===== src/core/nbh_map.svh =====
`ifndef NBH_MAP_SVH
`define NBH_MAP_SVH

// System clock rate and pin synchroniser depth.
`define NBH_CLK_MHZ 20
`define NBH_SYNC_DEPTH 2

// Least times in ns round up to whole cycles.
`define NBH_NS_UP(ns) (((ns) * `NBH_CLK_MHZ + 999) / 1000)
// Longest times round down to whole cycles.
`define NBH_NS_DN(ns) (((ns) * `NBH_CLK_MHZ) / 1000)
`define NBH_US_DN(us) ((us) * `NBH_CLK_MHZ)

// Pin timing figures.
`define NBH_ADDR_TO_DATA_GAP_NS 100
`define NBH_PROTECT_SETTLE_NS 100
`define NBH_WE_TO_BUSY_NS 100
`define NBH_WE_TO_RE_NS 60
`define NBH_RE_TO_WE_NS 100

// Busy limits.
`define NBH_ARRAY_LOAD_US 25
`define NBH_PROGRAM_BUSY_US 950
`define NBH_CACHE_PROGRAM_BUSY_US 950
`define NBH_PLANE_DUMMY_BUSY_NS 1000
`define NBH_CACHE_READ_BUSY_US 30
`define NBH_RST_READY_US 5
`define NBH_RST_READ_US 5
`define NBH_RST_PROGRAM_US 10
`define NBH_RST_ERASE_US 500

// Derived cycle counts.
`define NBH_ADL_CYC `NBH_NS_UP(`NBH_ADDR_TO_DATA_GAP_NS)
`define NBH_WW_CYC `NBH_NS_UP(`NBH_PROTECT_SETTLE_NS)
`define NBH_WB_CYC (`NBH_NS_UP(`NBH_WE_TO_BUSY_NS) + `NBH_SYNC_DEPTH)
`define NBH_WHR_CYC `NBH_NS_UP(`NBH_WE_TO_RE_NS)
`define NBH_RHW_CYC `NBH_NS_UP(`NBH_RE_TO_WE_NS)
`define NBH_R_CYC `NBH_US_DN(`NBH_ARRAY_LOAD_US)
`define NBH_PROG_CYC `NBH_US_DN(`NBH_PROGRAM_BUSY_US)
`define NBH_CBSY_CYC `NBH_US_DN(`NBH_CACHE_PROGRAM_BUSY_US)
`define NBH_DBSY_CYC `NBH_NS_DN(`NBH_PLANE_DUMMY_BUSY_NS)
`define NBH_DCBSYR_CYC `NBH_US_DN(`NBH_CACHE_READ_BUSY_US)
`define NBH_RST_RDY_CYC `NBH_US_DN(`NBH_RST_READY_US)
`define NBH_RST_RD_CYC `NBH_US_DN(`NBH_RST_READ_US)
`define NBH_RST_PRG_CYC `NBH_US_DN(`NBH_RST_PROGRAM_US)
`define NBH_RST_ERS_CYC `NBH_US_DN(`NBH_RST_ERASE_US)

// Address layout and write limits.
`define NBH_ADDR_CYCLES 3'h5
`define NBH_ROW_LSB 16
`define NBH_PARTIAL_WRITE_LIMIT 3'h4

// Command codes the controller watches.
`define NBH_CMD_PROG_GO 8'h10
`define NBH_CMD_CACHE_PROG 8'h15
`define NBH_CMD_ERASE_GO 8'hd0
`define NBH_CMD_RESET 8'hff
`define NBH_CMD_CACHE_READ 8'h31
`define NBH_CMD_CACHE_LAST 8'h3f

`endif


===== src/core/nbh_pkg.sv =====
package nbh_pkg;

  // Kinds of request on the user command port.
  typedef enum logic [2:0] {
    NBH_OP_CMD = 3'h0,
    NBH_OP_ADDR = 3'h1,
    NBH_OP_WRITE = 3'h2,
    NBH_OP_READ = 3'h3,
    NBH_OP_WAIT = 3'h4,
    NBH_OP_PROTECT = 3'h5
  } nbh_op_t;

  // Busy limit to apply while waiting for ready.
  typedef enum logic [3:0] {
    NBH_BW_ARRAY = 4'h0,
    NBH_BW_PROG = 4'h1,
    NBH_BW_CACHE_PROG = 4'h2,
    NBH_BW_PLANE = 4'h3,
    NBH_BW_CACHE_READ = 4'h4,
    NBH_BW_RST_READY = 4'h5,
    NBH_BW_RST_READ = 4'h6,
    NBH_BW_RST_PROG = 4'h7,
    NBH_BW_RST_ERASE = 4'h8
  } nbh_wait_t;

  // One request: code byte or protect level in value, 40-bit address,
  // byte count for data phases, busy class for waits.
  typedef struct packed {
    nbh_op_t op;
    logic [7:0] value;
    logic [39:0] addr;
    logic [11:0] count;
    nbh_wait_t wclass;
  } nbh_req_t;

  // Pins driven toward the flash.
  typedef struct packed {
    logic cmd_latch;
    logic addr_latch;
    logic chip_sel_n;
    logic write_strobe_n;
    logic output_strobe_n;
    logic protect_n;
  } nbh_pins_t;

endpackage


===== src/core/nbh_fifo.sv =====
module nbh_fifo
  import nbh_pkg::*;
#(
  parameter int WIDTH = 8,
  parameter int DEPTH = 32
)
(
  input wire logic sys_clk,
  input wire logic rst,
  input wire logic in_valid,
  output logic in_ready,
  input wire logic [WIDTH-1:0] in_data,
  output logic out_valid,
  input wire logic out_ready,
  output logic [WIDTH-1:0] out_data
);

  localparam int AW = $clog2(DEPTH);

  logic [WIDTH-1:0] mem [DEPTH];
  logic [AW-1:0] wptr;
  logic [AW-1:0] rptr;
  logic [AW:0] fill;
  logic push;
  logic pull;

  // Output register refills whenever it is empty or being taken.
  assign in_ready = (fill != (AW+1)'(DEPTH));
  assign push = in_valid && in_ready;
  assign pull = (fill != '0) && (!out_valid || out_ready);

  // Storage array; written only, never reset, to stay a plain RAM.
  always_ff @(posedge sys_clk)
  begin
    if (push)
      mem[wptr] <= in_data;
  end

  // Pointers and fill level.
  always_ff @(posedge sys_clk)
  begin
    if (rst)
    begin
      wptr <= '0;
      rptr <= '0;
      fill <= '0;
    end
    else
    begin
      if (push)
        wptr <= (wptr == AW'(DEPTH - 1)) ? '0 : wptr + 1'b1;
      if (pull)
        rptr <= (rptr == AW'(DEPTH - 1)) ? '0 : rptr + 1'b1;
      fill <= fill + (AW+1)'(push) - (AW+1)'(pull);
    end
  end

  // Registered read port; the output word counts as a slot of its own.
  always_ff @(posedge sys_clk)
  begin
    if (rst)
    begin
      out_valid <= 1'b0;
      out_data <= '0;
    end
    else if (pull)
    begin
      out_valid <= 1'b1;
      out_data <= mem[rptr];
    end
    else if (out_ready)
      out_valid <= 1'b0;
  end

endmodule


===== src/core/nbh_ctrl.sv =====
`include "nbh_map.svh"
module nbh_ctrl
  import nbh_pkg::*;
#(
  parameter logic [14:0] PROG_LIMIT = 15'(`NBH_PROG_CYC),
  parameter logic [14:0] CACHE_PROG_LIMIT = 15'(`NBH_CBSY_CYC),
  parameter logic [14:0] RST_ERASE_LIMIT = 15'(`NBH_RST_ERS_CYC)
)
(
  input wire logic sys_clk,
  input wire logic rst,
  input wire logic req_valid,
  input wire nbh_req_t req,
  output logic req_ready,
  input wire logic wr_valid,
  output logic wr_ready,
  input wire logic [7:0] wr_data,
  output logic [7:0] rd_data,
  output logic rd_valid,
  output logic op_done,
  output logic op_timeout,
  output logic op_refused,
  output logic cache_read_open,
  output nbh_pins_t pins,
  output logic [7:0] io_out,
  output logic io_oe,
  input wire logic [7:0] io_in,
  input wire logic ready_busy_n
);

  typedef enum logic [3:0] {
    NBH_ST_IDLE = 4'h0,
    NBH_ST_SETUP = 4'h1,
    NBH_ST_WLOW = 4'h2,
    NBH_ST_WHIGH = 4'h3,
    NBH_ST_RLOW = 4'h4,
    NBH_ST_RHOLD = 4'h5,
    NBH_ST_RTAKE = 4'h6,
    NBH_ST_GAP = 4'h7,
    NBH_ST_BUSY = 4'h8
  } nbh_state_t;

  nbh_state_t state;
  nbh_req_t cur;
  logic [11:0] left;
  logic [2:0] aidx;
  logic [14:0] timer;
  logic [14:0] limit;
  logic [23:0] last_row;
  logic [23:0] pend_row;
  logic [2:0] writes;
  logic [7:0] io_s1;
  logic [7:0] io_s2;
  logic rb_s1;
  logic rb_s2;
  logic fifo_valid;
  logic fifo_take;
  logic [7:0] fifo_data;
  logic is_prog;
  logic same_row;

  // Write data is buffered so the source can run ahead of the pins.
  nbh_fifo #(.WIDTH(8), .DEPTH(32)) u_fifo (
    .sys_clk(sys_clk),
    .rst(rst),
    .in_valid(wr_valid),
    .in_ready(wr_ready),
    .in_data(wr_data),
    .out_valid(fifo_valid),
    .out_ready(fifo_take),
    .out_data(fifo_data)
  );

  // Pins from the flash are asynchronous to sys_clk.
  always_ff @(posedge sys_clk)
  begin
    if (rst)
    begin
      io_s1 <= 8'h00;
      io_s2 <= 8'h00;
      rb_s1 <= 1'b0;
      rb_s2 <= 1'b0;
    end
    else
    begin
      io_s1 <= io_in;
      io_s2 <= io_s1;
      rb_s1 <= ready_busy_n;
      rb_s2 <= rb_s1;
    end
  end

  // A data byte is pulled from the buffer as its setup cycle ends.
  assign fifo_take = (state == NBH_ST_SETUP) && (cur.op == NBH_OP_WRITE)
                     && fifo_valid;

  // Program confirm codes count against the per-page write budget.
  assign is_prog = (req.value == `NBH_CMD_PROG_GO)
                   || (req.value == `NBH_CMD_CACHE_PROG);
  assign same_row = (pend_row == last_row);

  // Busy limit for each class of wait.
  always_comb
  begin
    case (req.wclass)
      NBH_BW_ARRAY: limit = 15'(`NBH_R_CYC);
      NBH_BW_PROG: limit = PROG_LIMIT;
      NBH_BW_CACHE_PROG: limit = CACHE_PROG_LIMIT;
      NBH_BW_PLANE: limit = 15'(`NBH_DBSY_CYC);
      NBH_BW_CACHE_READ: limit = 15'(`NBH_DCBSYR_CYC);
      NBH_BW_RST_READY: limit = 15'(`NBH_RST_RDY_CYC);
      NBH_BW_RST_READ: limit = 15'(`NBH_RST_RD_CYC);
      NBH_BW_RST_PROG: limit = 15'(`NBH_RST_PRG_CYC);
      NBH_BW_RST_ERASE: limit = RST_ERASE_LIMIT;
      default: limit = PROG_LIMIT;
    endcase
  end

  // Sequencer: one request at a time, every pin change on a cycle edge.
  always_ff @(posedge sys_clk)
  begin
    if (rst)
    begin
      state <= NBH_ST_IDLE;
      cur <= '0;
      left <= 12'h000;
      aidx <= 3'h0;
      timer <= 15'h0000;
      req_ready <= 1'b0;
      op_done <= 1'b0;
      op_timeout <= 1'b0;
      op_refused <= 1'b0;
      rd_valid <= 1'b0;
      rd_data <= 8'h00;
      io_out <= 8'h00;
      io_oe <= 1'b0;
      pins <= '{cmd_latch: 1'b0, addr_latch: 1'b0, chip_sel_n: 1'b1,
                write_strobe_n: 1'b1, output_strobe_n: 1'b1,
                protect_n: 1'b0};
    end
    else
    begin
      op_done <= 1'b0;
      op_timeout <= 1'b0;
      op_refused <= 1'b0;
      rd_valid <= 1'b0;
      req_ready <= 1'b0;
      case (state)
        NBH_ST_IDLE:
        begin
          // Chip select high between requests keeps the part in standby.
          pins.chip_sel_n <= 1'b1;
          io_oe <= 1'b0;
          req_ready <= 1'b1;
          if (req_valid && req_ready)
          begin
            req_ready <= 1'b0;
            cur <= req;
            left <= req.count;
            aidx <= 3'h0;
            timer <= 15'h0000;
            case (req.op)
              NBH_OP_CMD:
              begin
                if (is_prog && same_row
                    && writes == `NBH_PARTIAL_WRITE_LIMIT)
                begin
                  op_refused <= 1'b1;
                  req_ready <= 1'b1;
                end
                else
                  state <= NBH_ST_SETUP;
              end
              NBH_OP_ADDR, NBH_OP_WRITE:
                state <= (req.count == 12'h000 && req.op == NBH_OP_WRITE)
                         ? NBH_ST_IDLE : NBH_ST_SETUP;
              NBH_OP_READ:
                state <= (req.count == 12'h000) ? NBH_ST_IDLE
                                                 : NBH_ST_RLOW;
              NBH_OP_WAIT:
              begin
                cur.count <= {limit[11:0]};
                timer <= limit;
                state <= NBH_ST_BUSY;
              end
              default:
              begin
                // Protect level change, then settle before any write.
                pins.protect_n <= req.value[0];
                timer <= 15'(`NBH_WW_CYC);
                state <= NBH_ST_GAP;
              end
            endcase
            if (req.op == NBH_OP_READ && req.count != 12'h000)
            begin
              pins.chip_sel_n <= 1'b0;
              pins.output_strobe_n <= 1'b0;
            end
            if (req.op == NBH_OP_WRITE && req.count == 12'h000)
              op_done <= 1'b1;
            if (req.op == NBH_OP_READ && req.count == 12'h000)
              op_done <= 1'b1;
          end
        end
        NBH_ST_SETUP:
        begin
          // Latches, select and data settle while the strobe is high.
          pins.chip_sel_n <= 1'b0;
          pins.cmd_latch <= (cur.op == NBH_OP_CMD);
          pins.addr_latch <= (cur.op == NBH_OP_ADDR);
          pins.output_strobe_n <= 1'b1;
          io_oe <= 1'b1;
          if (cur.op == NBH_OP_CMD)
          begin
            io_out <= cur.value;
            state <= NBH_ST_WLOW;
          end
          else if (cur.op == NBH_OP_ADDR)
          begin
            io_out <= 8'(cur.addr >> {aidx, 3'h0});
            state <= NBH_ST_WLOW;
          end
          else if (fifo_valid)
          begin
            io_out <= fifo_data;
            state <= NBH_ST_WLOW;
          end
        end
        NBH_ST_WLOW:
        begin
          // Only the strobe moves here; controls stay put while it is low.
          pins.write_strobe_n <= 1'b0;
          state <= NBH_ST_WHIGH;
        end
        NBH_ST_WHIGH:
        begin
          pins.write_strobe_n <= 1'b1;
          if (cur.op == NBH_OP_ADDR && aidx != `NBH_ADDR_CYCLES - 3'h1)
          begin
            aidx <= aidx + 3'h1;
            state <= NBH_ST_SETUP;
          end
          else if (cur.op == NBH_OP_WRITE && left != 12'h001)
          begin
            left <= left - 12'h001;
            state <= NBH_ST_SETUP;
          end
          else
          begin
            // Address to data gap after addresses, write to busy after a command, write to read after data.
            if (cur.op == NBH_OP_ADDR)
              timer <= 15'(`NBH_ADL_CYC);
            else if (cur.op == NBH_OP_CMD)
              timer <= 15'(`NBH_WB_CYC);
            else
              timer <= 15'(`NBH_WHR_CYC);
            state <= NBH_ST_GAP;
          end
        end
        NBH_ST_RLOW:
        begin
          // Output strobe was low for one full cycle; release it.
          pins.output_strobe_n <= 1'b1;
          state <= NBH_ST_RHOLD;
        end
        NBH_ST_RHOLD:
          state <= NBH_ST_RTAKE;
        NBH_ST_RTAKE:
        begin
          // The synchronised byte now holds what the pins showed.
          rd_data <= io_s2;
          rd_valid <= 1'b1;
          if (left != 12'h001)
          begin
            left <= left - 12'h001;
            pins.output_strobe_n <= 1'b0;
            state <= NBH_ST_RLOW;
          end
          else
          begin
            timer <= 15'(`NBH_RHW_CYC);
            state <= NBH_ST_GAP;
          end
        end
        NBH_ST_GAP:
        begin
          pins.cmd_latch <= 1'b0;
          pins.addr_latch <= 1'b0;
          if (timer <= 15'h0001)
          begin
            op_done <= 1'b1;
            state <= NBH_ST_IDLE;
          end
          else
            timer <= timer - 15'h0001;
        end
        NBH_ST_BUSY:
        begin
          // Bounded wait: a flash that never comes ready is reported.
          io_oe <= 1'b0;
          if (rb_s2)
          begin
            op_done <= 1'b1;
            state <= NBH_ST_IDLE;
          end
          else if (timer == 15'h0000)
          begin
            op_timeout <= 1'b1;
            op_done <= 1'b1;
            state <= NBH_ST_IDLE;
          end
          else
            timer <= timer - 15'h0001;
        end
        default:
          state <= NBH_ST_IDLE;
      endcase
    end
  end

  // Row of the latest address and per-page program budget.
  always_ff @(posedge sys_clk)
  begin
    if (rst)
    begin
      pend_row <= 24'h000000;
      last_row <= 24'h000000;
      writes <= 3'h0;
    end
    else if (req_valid && req_ready && state == NBH_ST_IDLE)
    begin
      if (req.op == NBH_OP_ADDR)
        pend_row <= req.addr[`NBH_ROW_LSB +: 24];
      else if (req.op == NBH_OP_CMD && req.value == `NBH_CMD_ERASE_GO)
        writes <= 3'h0;
      else if (req.op == NBH_OP_CMD && is_prog)
      begin
        if (!same_row)
        begin
          last_row <= pend_row;
          writes <= 3'h1;
        end
        else if (writes != `NBH_PARTIAL_WRITE_LIMIT)
          writes <= writes + 3'h1;
      end
    end
  end

  // Cache read stays open until the last-page code or a reset.
  always_ff @(posedge sys_clk)
  begin
    if (rst)
      cache_read_open <= 1'b0;
    else if (req_valid && req_ready && state == NBH_ST_IDLE
             && req.op == NBH_OP_CMD)
    begin
      if (req.value == `NBH_CMD_CACHE_READ)
        cache_read_open <= 1'b1;
      else if (req.value == `NBH_CMD_CACHE_LAST
               || req.value == `NBH_CMD_RESET)
        cache_read_open <= 1'b0;
    end
  end

endmodule


===== config.mk =====
export PLATFORM = sky130hd
export DESIGN_NAME = nbh_ctrl
export DESIGN_NICKNAME = d
export VERILOG_FILES = /design/src/core/nbh_pkg.sv /design/src/core/nbh_fifo.sv /design/src/core/nbh_ctrl.sv
export VERILOG_INCLUDE_DIRS = /design/src /design/src/core
export SDC_FILE = /design/constraint.sdc
export NUM_CORES = 1
export LEC_CHECK = 0
export BUFFER_PORTS_ARGS = -buffer_cell sky130_fd_sc_hd__buf_2
export CORE_UTILIZATION = 50
export CTS_BUF_LIST = sky130_fd_sc_hd__clkbuf_4 sky130_fd_sc_hd__clkbuf_8
export DETAILED_ROUTE_END_ITERATION = 7
export PLACE_DENSITY = 0.68
export SLEW_MARGIN = 20
export SYNTH_ARGS = -nofsm -noshare
export SYNTH_HDL_FRONTEND = slang
export SYNTH_HIERARCHICAL = 1
export SYNTH_SLANG_ARGS = --single-unit

===== constraint.sdc =====
create_clock -name sys_clk -period 3.9 [get_ports sys_clk]
set_clock_uncertainty 0.1 [all_clocks]
set_input_delay 0.585 -clock sys_clk [delete_from_list [all_inputs] [get_ports sys_clk]]
set_output_delay 0.585 -clock sys_clk [all_outputs]
set_load 0.05 [all_outputs]

# Word-level counts from Yosys, hierarchy flattened
# Memory sizes are Yosys's and may differ from the RTL's. A register that Yosys moved wholly into a read port is not among the register bits.
# Index checks and enable logic that the tools add are counted.
[totals] ff_bits=200 ram_bits=256 mem_bits_ro=192 in_bits=88 out_inout_bits=30 n_memories=2
[op_classes] addsub=8 magnitude_cmp=1 eq_ne=44 n_shift=1 mux=71 bitwise_logic=7 reduce_logical=59
[memory_table] name="u_fifo.mem" words=32 word_bits=8 rd=1 rd_ports_with_merged_regs=1 write_ports=1 line_no="nbh_fifo.sv:20" source="logic [WIDTH-1:0] mem [DEPTH];"
[memory_table] name="(no name shown)" words=16 word_bits=12 rd=1 rd_ports_with_merged_regs=0 write_ports=0 line_no="nbh_ctrl.sv:105" source="case (req.wclass)"
[op_table] op="$mux W15" count=7
[op_table] op="$pmux W15 S5" count=1
[op_table] op="$mux W12" count=4
[op_table] op="$shr A40 B6 Y8" count=1
[op_table] op="$pmux W12 S3" count=1
[op_table] op="$pmux W4 S9" count=1
[op_table] op="$mux W3" count=11
[op_table] op="$mux W4" count=8
[op_table] op="$pmux W15 S2" count=1
[op_table] op="$eq A24 B24 Y1" count=1
[op_table] op="$mux W8" count=3
[op_table] op="$ne A2 B2 Y1 const B" count=12
[op_table] op="$mux W1" count=22
[op_table] op="$eq A4 B3 Y1 const B" count=4
[op_table] op="$eq A8 B5 Y1 const B" count=2
[op_table] op="$eq A8 B6 Y1 const B" count=2
[op_table] op="$eq A8 B8 Y1 const B" count=2
[op_table] op="$logic_and A1 B1 Y1" count=16
[op_table] op="$pmux W4 S4" count=1
[op_table] op="$reduce_bool A2 Y1" count=8
[op_table] op="$le A15 B1 Y1 const B" count=1
[op_table] op="$logic_not A15 Y1" count=1
[op_table] op="$reduce_and A5 Y1" count=3
[op_table] op="$sub A15 B1 Y15 const B" count=1
[op_table] op="other kinds (41)" count=77

# Longest topological paths before layout
[depth] depth_word=8 depth_mapped=18

# By module
# The synthesis kept the hierarchy.
[by_module_without_submodules] module="nbh_fifo" n_inst=1 cells_each=686 area_each_um2=11355.9
[by_module_without_submodules] module="nbh_ctrl" n_inst=1 cells_each=1020 area_each_um2=8535.7

# Least setup slack after synthesis
# No wires, ideal clock.
[synth_timing] path_type="register to register" from="register state[2]" to="register u_fifo.fill[4]" t_arrival_ns=3.197 path_slack_ns=0.475 stages_incl_launch_ff=19 n_path_buf=3 synth_period_minus_slack_ns=3.425 cell_sequence="dfxtp_1 -> buf_2 -> buf_2 -> nor3_2 -> and3_1 -> nand2b_1 -> nand2_1 -> inv_1 -> clkbuf_1 -> ha_1 -> inv_1 -> ha_1 -> inv_1 -> fa_1 -> inv_1 -> a21oi_1 -> o21bai_1 -> xnor2_1 -> nor2_1"
[synth_between] elab_chain_len=6
[synth_lines] item="from (decl)" line_no="nbh_ctrl.sv:43" source="nbh_state_t state;"
[synth_lines] item="from (signal assigned)" line_no="nbh_ctrl.sv:175" source="state <= (req.count == 12'h000 && req.op == NBH_OP_WRITE)"
[synth_lines] item="from (signal assigned)" line_no="nbh_ctrl.sv:178" source="state <= (req.count == 12'h000) ? NBH_ST_IDLE"
[synth_lines] item="$eq A4 B1 Y1" line_no="nbh_ctrl.sv:94" source="assign fifo_take = (state == NBH_ST_SETUP) && (cur.op == NBH_OP_WRITE)"
[synth_lines] item="$logic_and A1 B1 Y1" line_no="nbh_ctrl.sv:94"
[synth_lines] item="$logic_and A1 B1 Y1" line_no="nbh_ctrl.sv:95" source="&& fifo_valid;"
[synth_lines] item="net fifo_take" line_no="nbh_ctrl.sv:57" source="logic fifo_take;"
[synth_lines] item="$logic_or A1 B1 Y1" line_no="nbh_fifo.sv:30" source="assign pull = (fill != '0) && (!out_valid || out_ready);"
[synth_lines] item="$logic_and A1 B1 Y1" line_no="nbh_fifo.sv:30"
[synth_lines] item="net u_fifo.pull" line_no="nbh_fifo.sv:25" source="logic pull;"
[synth_lines] item="$sub A6 B1 Y6" line_no="nbh_fifo.sv:54" source="fill <= fill + (AW+1)'(push) - (AW+1)'(pull);"
[synth_lines] item="to (signal assigned)" line_no="nbh_fifo.sv:54"
[synth_lines] item="to (decl)" line_no="nbh_fifo.sv:23" source="logic [AW:0] fill;"
# The timed path passes the listed nets, and every way through them passes these cells.
# A chain may end at the register's enable or synchronous reset.

# Final worst setup path
[layout_timing] from="register state[0]" to="register u_fifo.fill[4]"
[layout_between] elab_chain_len=6
[layout_lines] item="$eq A4 B1 Y1" line_no="nbh_ctrl.sv:94"
[layout_lines] item="$logic_and A1 B1 Y1" line_no="nbh_ctrl.sv:94"
[layout_lines] item="$logic_and A1 B1 Y1" line_no="nbh_ctrl.sv:95"
[layout_lines] item="net fifo_take" line_no="nbh_ctrl.sv:57"
[layout_lines] item="$logic_or A1 B1 Y1" line_no="nbh_fifo.sv:30"
[layout_lines] item="$logic_and A1 B1 Y1" line_no="nbh_fifo.sv:30"
[layout_lines] item="$sub A6 B1 Y6" line_no="nbh_fifo.sv:54"
# The timed path passes the listed nets, and every way through them passes these cells.

==> reports/qor.txt <==
CP Capture Point -> u_fifo/fill[4]
final antenna diode count -> 0
most common cell after layout, fill and taps aside -> edfxtp_1
Slew Limit Headroom -> 29.04%
Peak supply drop -> 0.0005505 V
Via density -> 5.749
pwr dens -> 582.7 nW/um2
largest net degree at the start of global routing -> 95
most frequent CP cell -> inv_1
core area -> 38920 um2
fmax -> 294.8 MHz
Sequential Power Share -> 44.1%
crit share post-route -> 86.99%
largest family of logic cells by synthesized area -> simple AND/OR/NAND/NOR gates
Post-CTS Setup Repair Bufs -> 0
dpl cells -> 2257
ys async rst share -> 0%
clock sink count -> 464
Root Driver -> clkbuf_8
gpl congestion -> 0.8919
Syn Area/Cell -> 11.66 um2
Final #Nets -> 1936
Tmin final -> 3393 ps
initial core utilization -> 51.11%
Via Count -> 13780
Crit. End Element -> flip-flop
Simple-Gate Fraction of Synth Area -> 13.42%
Max Slew Vio Count -> 0
post-route ant nets -> 0
CTS tree -> built
crit-path cells -> nand2b_1 > nor3_2 > and3_1 > nand2b_1 > nand2_1 > inv_1 > ha_1 > inv_1 > ha_1 > inv_1 > fa_1 > inv_1 > a21oi_1 > o21bai_1 > xnor2_1 > nor2_1
GR Overflow Total -> 0
Slowest-stage cell, CP -> dfxtp_1
sequential element share of the synthesized area -> 59.58%
hold-fix buffers at CTS -> 0
Req. time, crit path -> 4300 ps
CTS buffer count -> 77
DRC -> 0
xor/xnor cell area share of the yosys netlist -> 1.409%
initial antenna violation count -> 1
Resized cells post-CTS -> 0
Post-Syn Area -> 19890 um2
HP Class -> input port to flip-flop
Die Width -> 201.5 um
final hold vios -> 0
EDFF count, synth -> 256
commonest cells after routing, fill and taps aside -> edfxtp_1, dfxtp_1, nand2_1, nor2_1, mux2i_1
Worst setup startpoint -> state[0]
WS Path Type -> flip-flop to flip-flop
Post-Layout Cell Count -> 2397
Boundary Pins -> 118
startpoint types -> flip-flop
Max Cap Viol -> 0
# port buffers -> 117
Die Span Y -> 201.5 um
Setup Total Neg Slack -> 0 ps
Reg-to-Reg Start -> state[0]
Synth cell types -> 79
mux share of post-synthesis cell area -> 10.16%
Worst Tran Pin Value -> 1062 ps
Area growth, synth to finish -> 12.50%
vias in the first global route -> 13130
flop-to-flop setup slack -> 510 ps
combinational group share of total power -> 22.1%
Ys Warns -> 6
crit-path max cell delay -> 700 ps
Clock power frac -> 33.8%
synthesized-area fraction occupied by adder cells -> 1.925%
Syn Nets -> 1824
Starting DRT DRC Count -> 1111
internal power -> 9057 uW
WL final -> 45.84 mm
HP Start -> io_in[7]
Post-synth top flop -> edfxtp_1
H-tree depth -> 3
total track usage -> 22.45%
Worst-Skew Late Latency -> 630 ps
clk slew on worst S/H paths -> 60 ps
wire per inst -> 19.12 um
unrepaired setup endpoints after global routing -> no
Sw Share -> 30.54%
share of cells above drive strength 1 -> 17.99%
leakage -> 0.008104 uW
#FFs+latches synth -> 464
Finished Cell Area -> 22380 um2
Critical Path Fanout Max -> 16
area post-placement -> 20760 um2
hpwl dp -> 29.86 mm
Worst R2R End -> u_fifo/fill[4]
first-pass GRT wire length -> 71.70 mm
DR pass1 iterations -> 5
status -> finished, final reports clean
final setup violation count -> 0
Clock Tree Buf Depth -> 3
die footprint -> 40580 um2
Post-Syn Instances -> 1706
compound-cell area share of the yosys netlist -> 10.09%
WP data arrival -> 3790 ps
cell row count -> 72
r2r worst-path depth -> 16
P_sw -> 3983 uW
[registers in the layout, summed over array words and instances, names as in the netlist, 6 cells and up]
register	flops
u_fifo/fill	6
pend_row	24
io_s2	8
pins	6
rd_data	8
cur	51
last_row	24
io_out	8
left	12
u_fifo/mem	256
u_fifo/out_data	8
io_s1	8
timer	15
[Yosys cell counts (all sizes together), types with 8 or more instances]
| cell type | instances | area share (%) |
|---|---|---|
| a2111oi | 8 | 0.35 |
| a211oi | 15 | 0.62 |
| a21o | 8 | 0.30 |
| a21oi | 122 | 3.1 |
| a221oi | 19 | 0.84 |
| a31oi | 11 | 0.35 |
| buf | 51 | 1.8 |
| clkbuf | 50 | 0.94 |
| dfxtp | 208 | 21 |
| edfxtp | 256 | 39 |
| ha | 29 | 1.8 |
| inv | 32 | 0.60 |
| mux2 | 16 | 0.91 |
| mux2i | 130 | 6.5 |
| mux4 | 24 | 2.7 |
| nand2 | 178 | 3.4 |
| nand2b | 13 | 0.41 |
| nand3 | 19 | 0.50 |
| nand4 | 8 | 0.28 |
| nor2 | 175 | 3.3 |
| nor2b | 25 | 0.79 |
| nor3 | 45 | 1.2 |
| nor3b | 9 | 0.34 |
| nor4 | 22 | 0.87 |
| o211ai | 14 | 0.53 |
| o21ai | 40 | 1.0 |
| o22a | 8 | 0.35 |
| o22ai | 44 | 1.4 |
| or2 | 8 | 0.25 |
| or3 | 15 | 0.47 |
| xor2 | 26 | 1.1 |
[through the flow]
| step | setup slack, ps | hold WS, ps | utilization (%) | power, uW |
|---|---|---|---|---|
| after floorplan | 475.1 | 313.8 | - | 8005 |
| after global placement | 605.8 | 324.5 | 53.35 | 8638 |
| after detailed placement | 537.6 | 330.0 | 53.35 | 8686 |
| after CTS | 516.8 | 35.28 | 57.48 | 13110 |
| after global routing | 249.2 | 48.96 | 57.50 | 13640 |
| final | 507.4 | 83.78 | 57.50 | 13040 |
[kinds of logic (layout without fill, tap and decap cells)]
logic type | Yosys count | after routing
adder cells (fa/ha/maj) | 30 | 30
AND/OR/NAND/NOR | 555 | 555
flip-flops | 464 | 464
AO/OA/AOI/OAI | 320 | 320
XOR/XNOR | 32 | 32
buffers and inverters | 135 | 308
multiplexers | 170 | 170
[routing by layer]
metal | wire length, um | vias to the layer above | share of wire, % | track usage, %
met5 | 13 | - | 0.028 | 0
met4 | 1101 | 2 | 2.4 | 7.386
met3 | 2837 | 80 | 6.2 | 4.179
met2 | 21200 | 477 | 46 | 35.17
met1 | 20680 | 6687 | 45 | 31.49
li1 | - | 6535 | - | -
[worst max-delay path, delay by kind of cell, from the launching register on]
kind | cells | cell delay (ps)
buffers and inverters | 4 | 360
xor gates and xnor gates | 1 | 130
AOI/OAI and AO/OA | 2 | 200
adders and majority gates | 3 | 810
and+or+nand+nor | 6 | 950
DFF | 1 | 700
[area by class of cell]
type / instances / area (um2)
inverters: 34 / 127.6
fillers: 3323 / 16540
flip-flops and latches: 464 / 11860
clock inverters: 26 / 222.7
well taps: 518 / 648.1
multi-input cells: 1107 / 7392
repair buffers: 134 / 744.5
clock buffers: 114 / 1388
[worst min path at each step]
stage | to | slack (ps) | cells past startpoint
after floorplan | io_s2[0] | 310 | 1
final | io_s1[7] | 80 | 2
after global placement | io_s2[7] | 320 | 1
after global routing | io_s1[7] | 50 | 2
after CTS | io_s1[7] | 40 | 2
after detailed placement | rd_data[4] | 330 | 2
[power by group through the flow]
| stage | logic [uW] | clock network, uW | registers [uW] |
|---|---|---|---|
| 2_1_floorplan | 2230 | 0 | 5780 |
| 3_3_place_gp | 2800 | 0 | 5840 |
| 3_5_place_dp | 2840 | 0 | 5850 |
| 4_1_cts | 2850 | 4510 | 5740 |
| 5_1_grt | 3140 | 4720 | 5790 |
| 6_report | 2880 | 4410 | 5750 |
No activity file was read; power rests on OpenSTA's default activity.
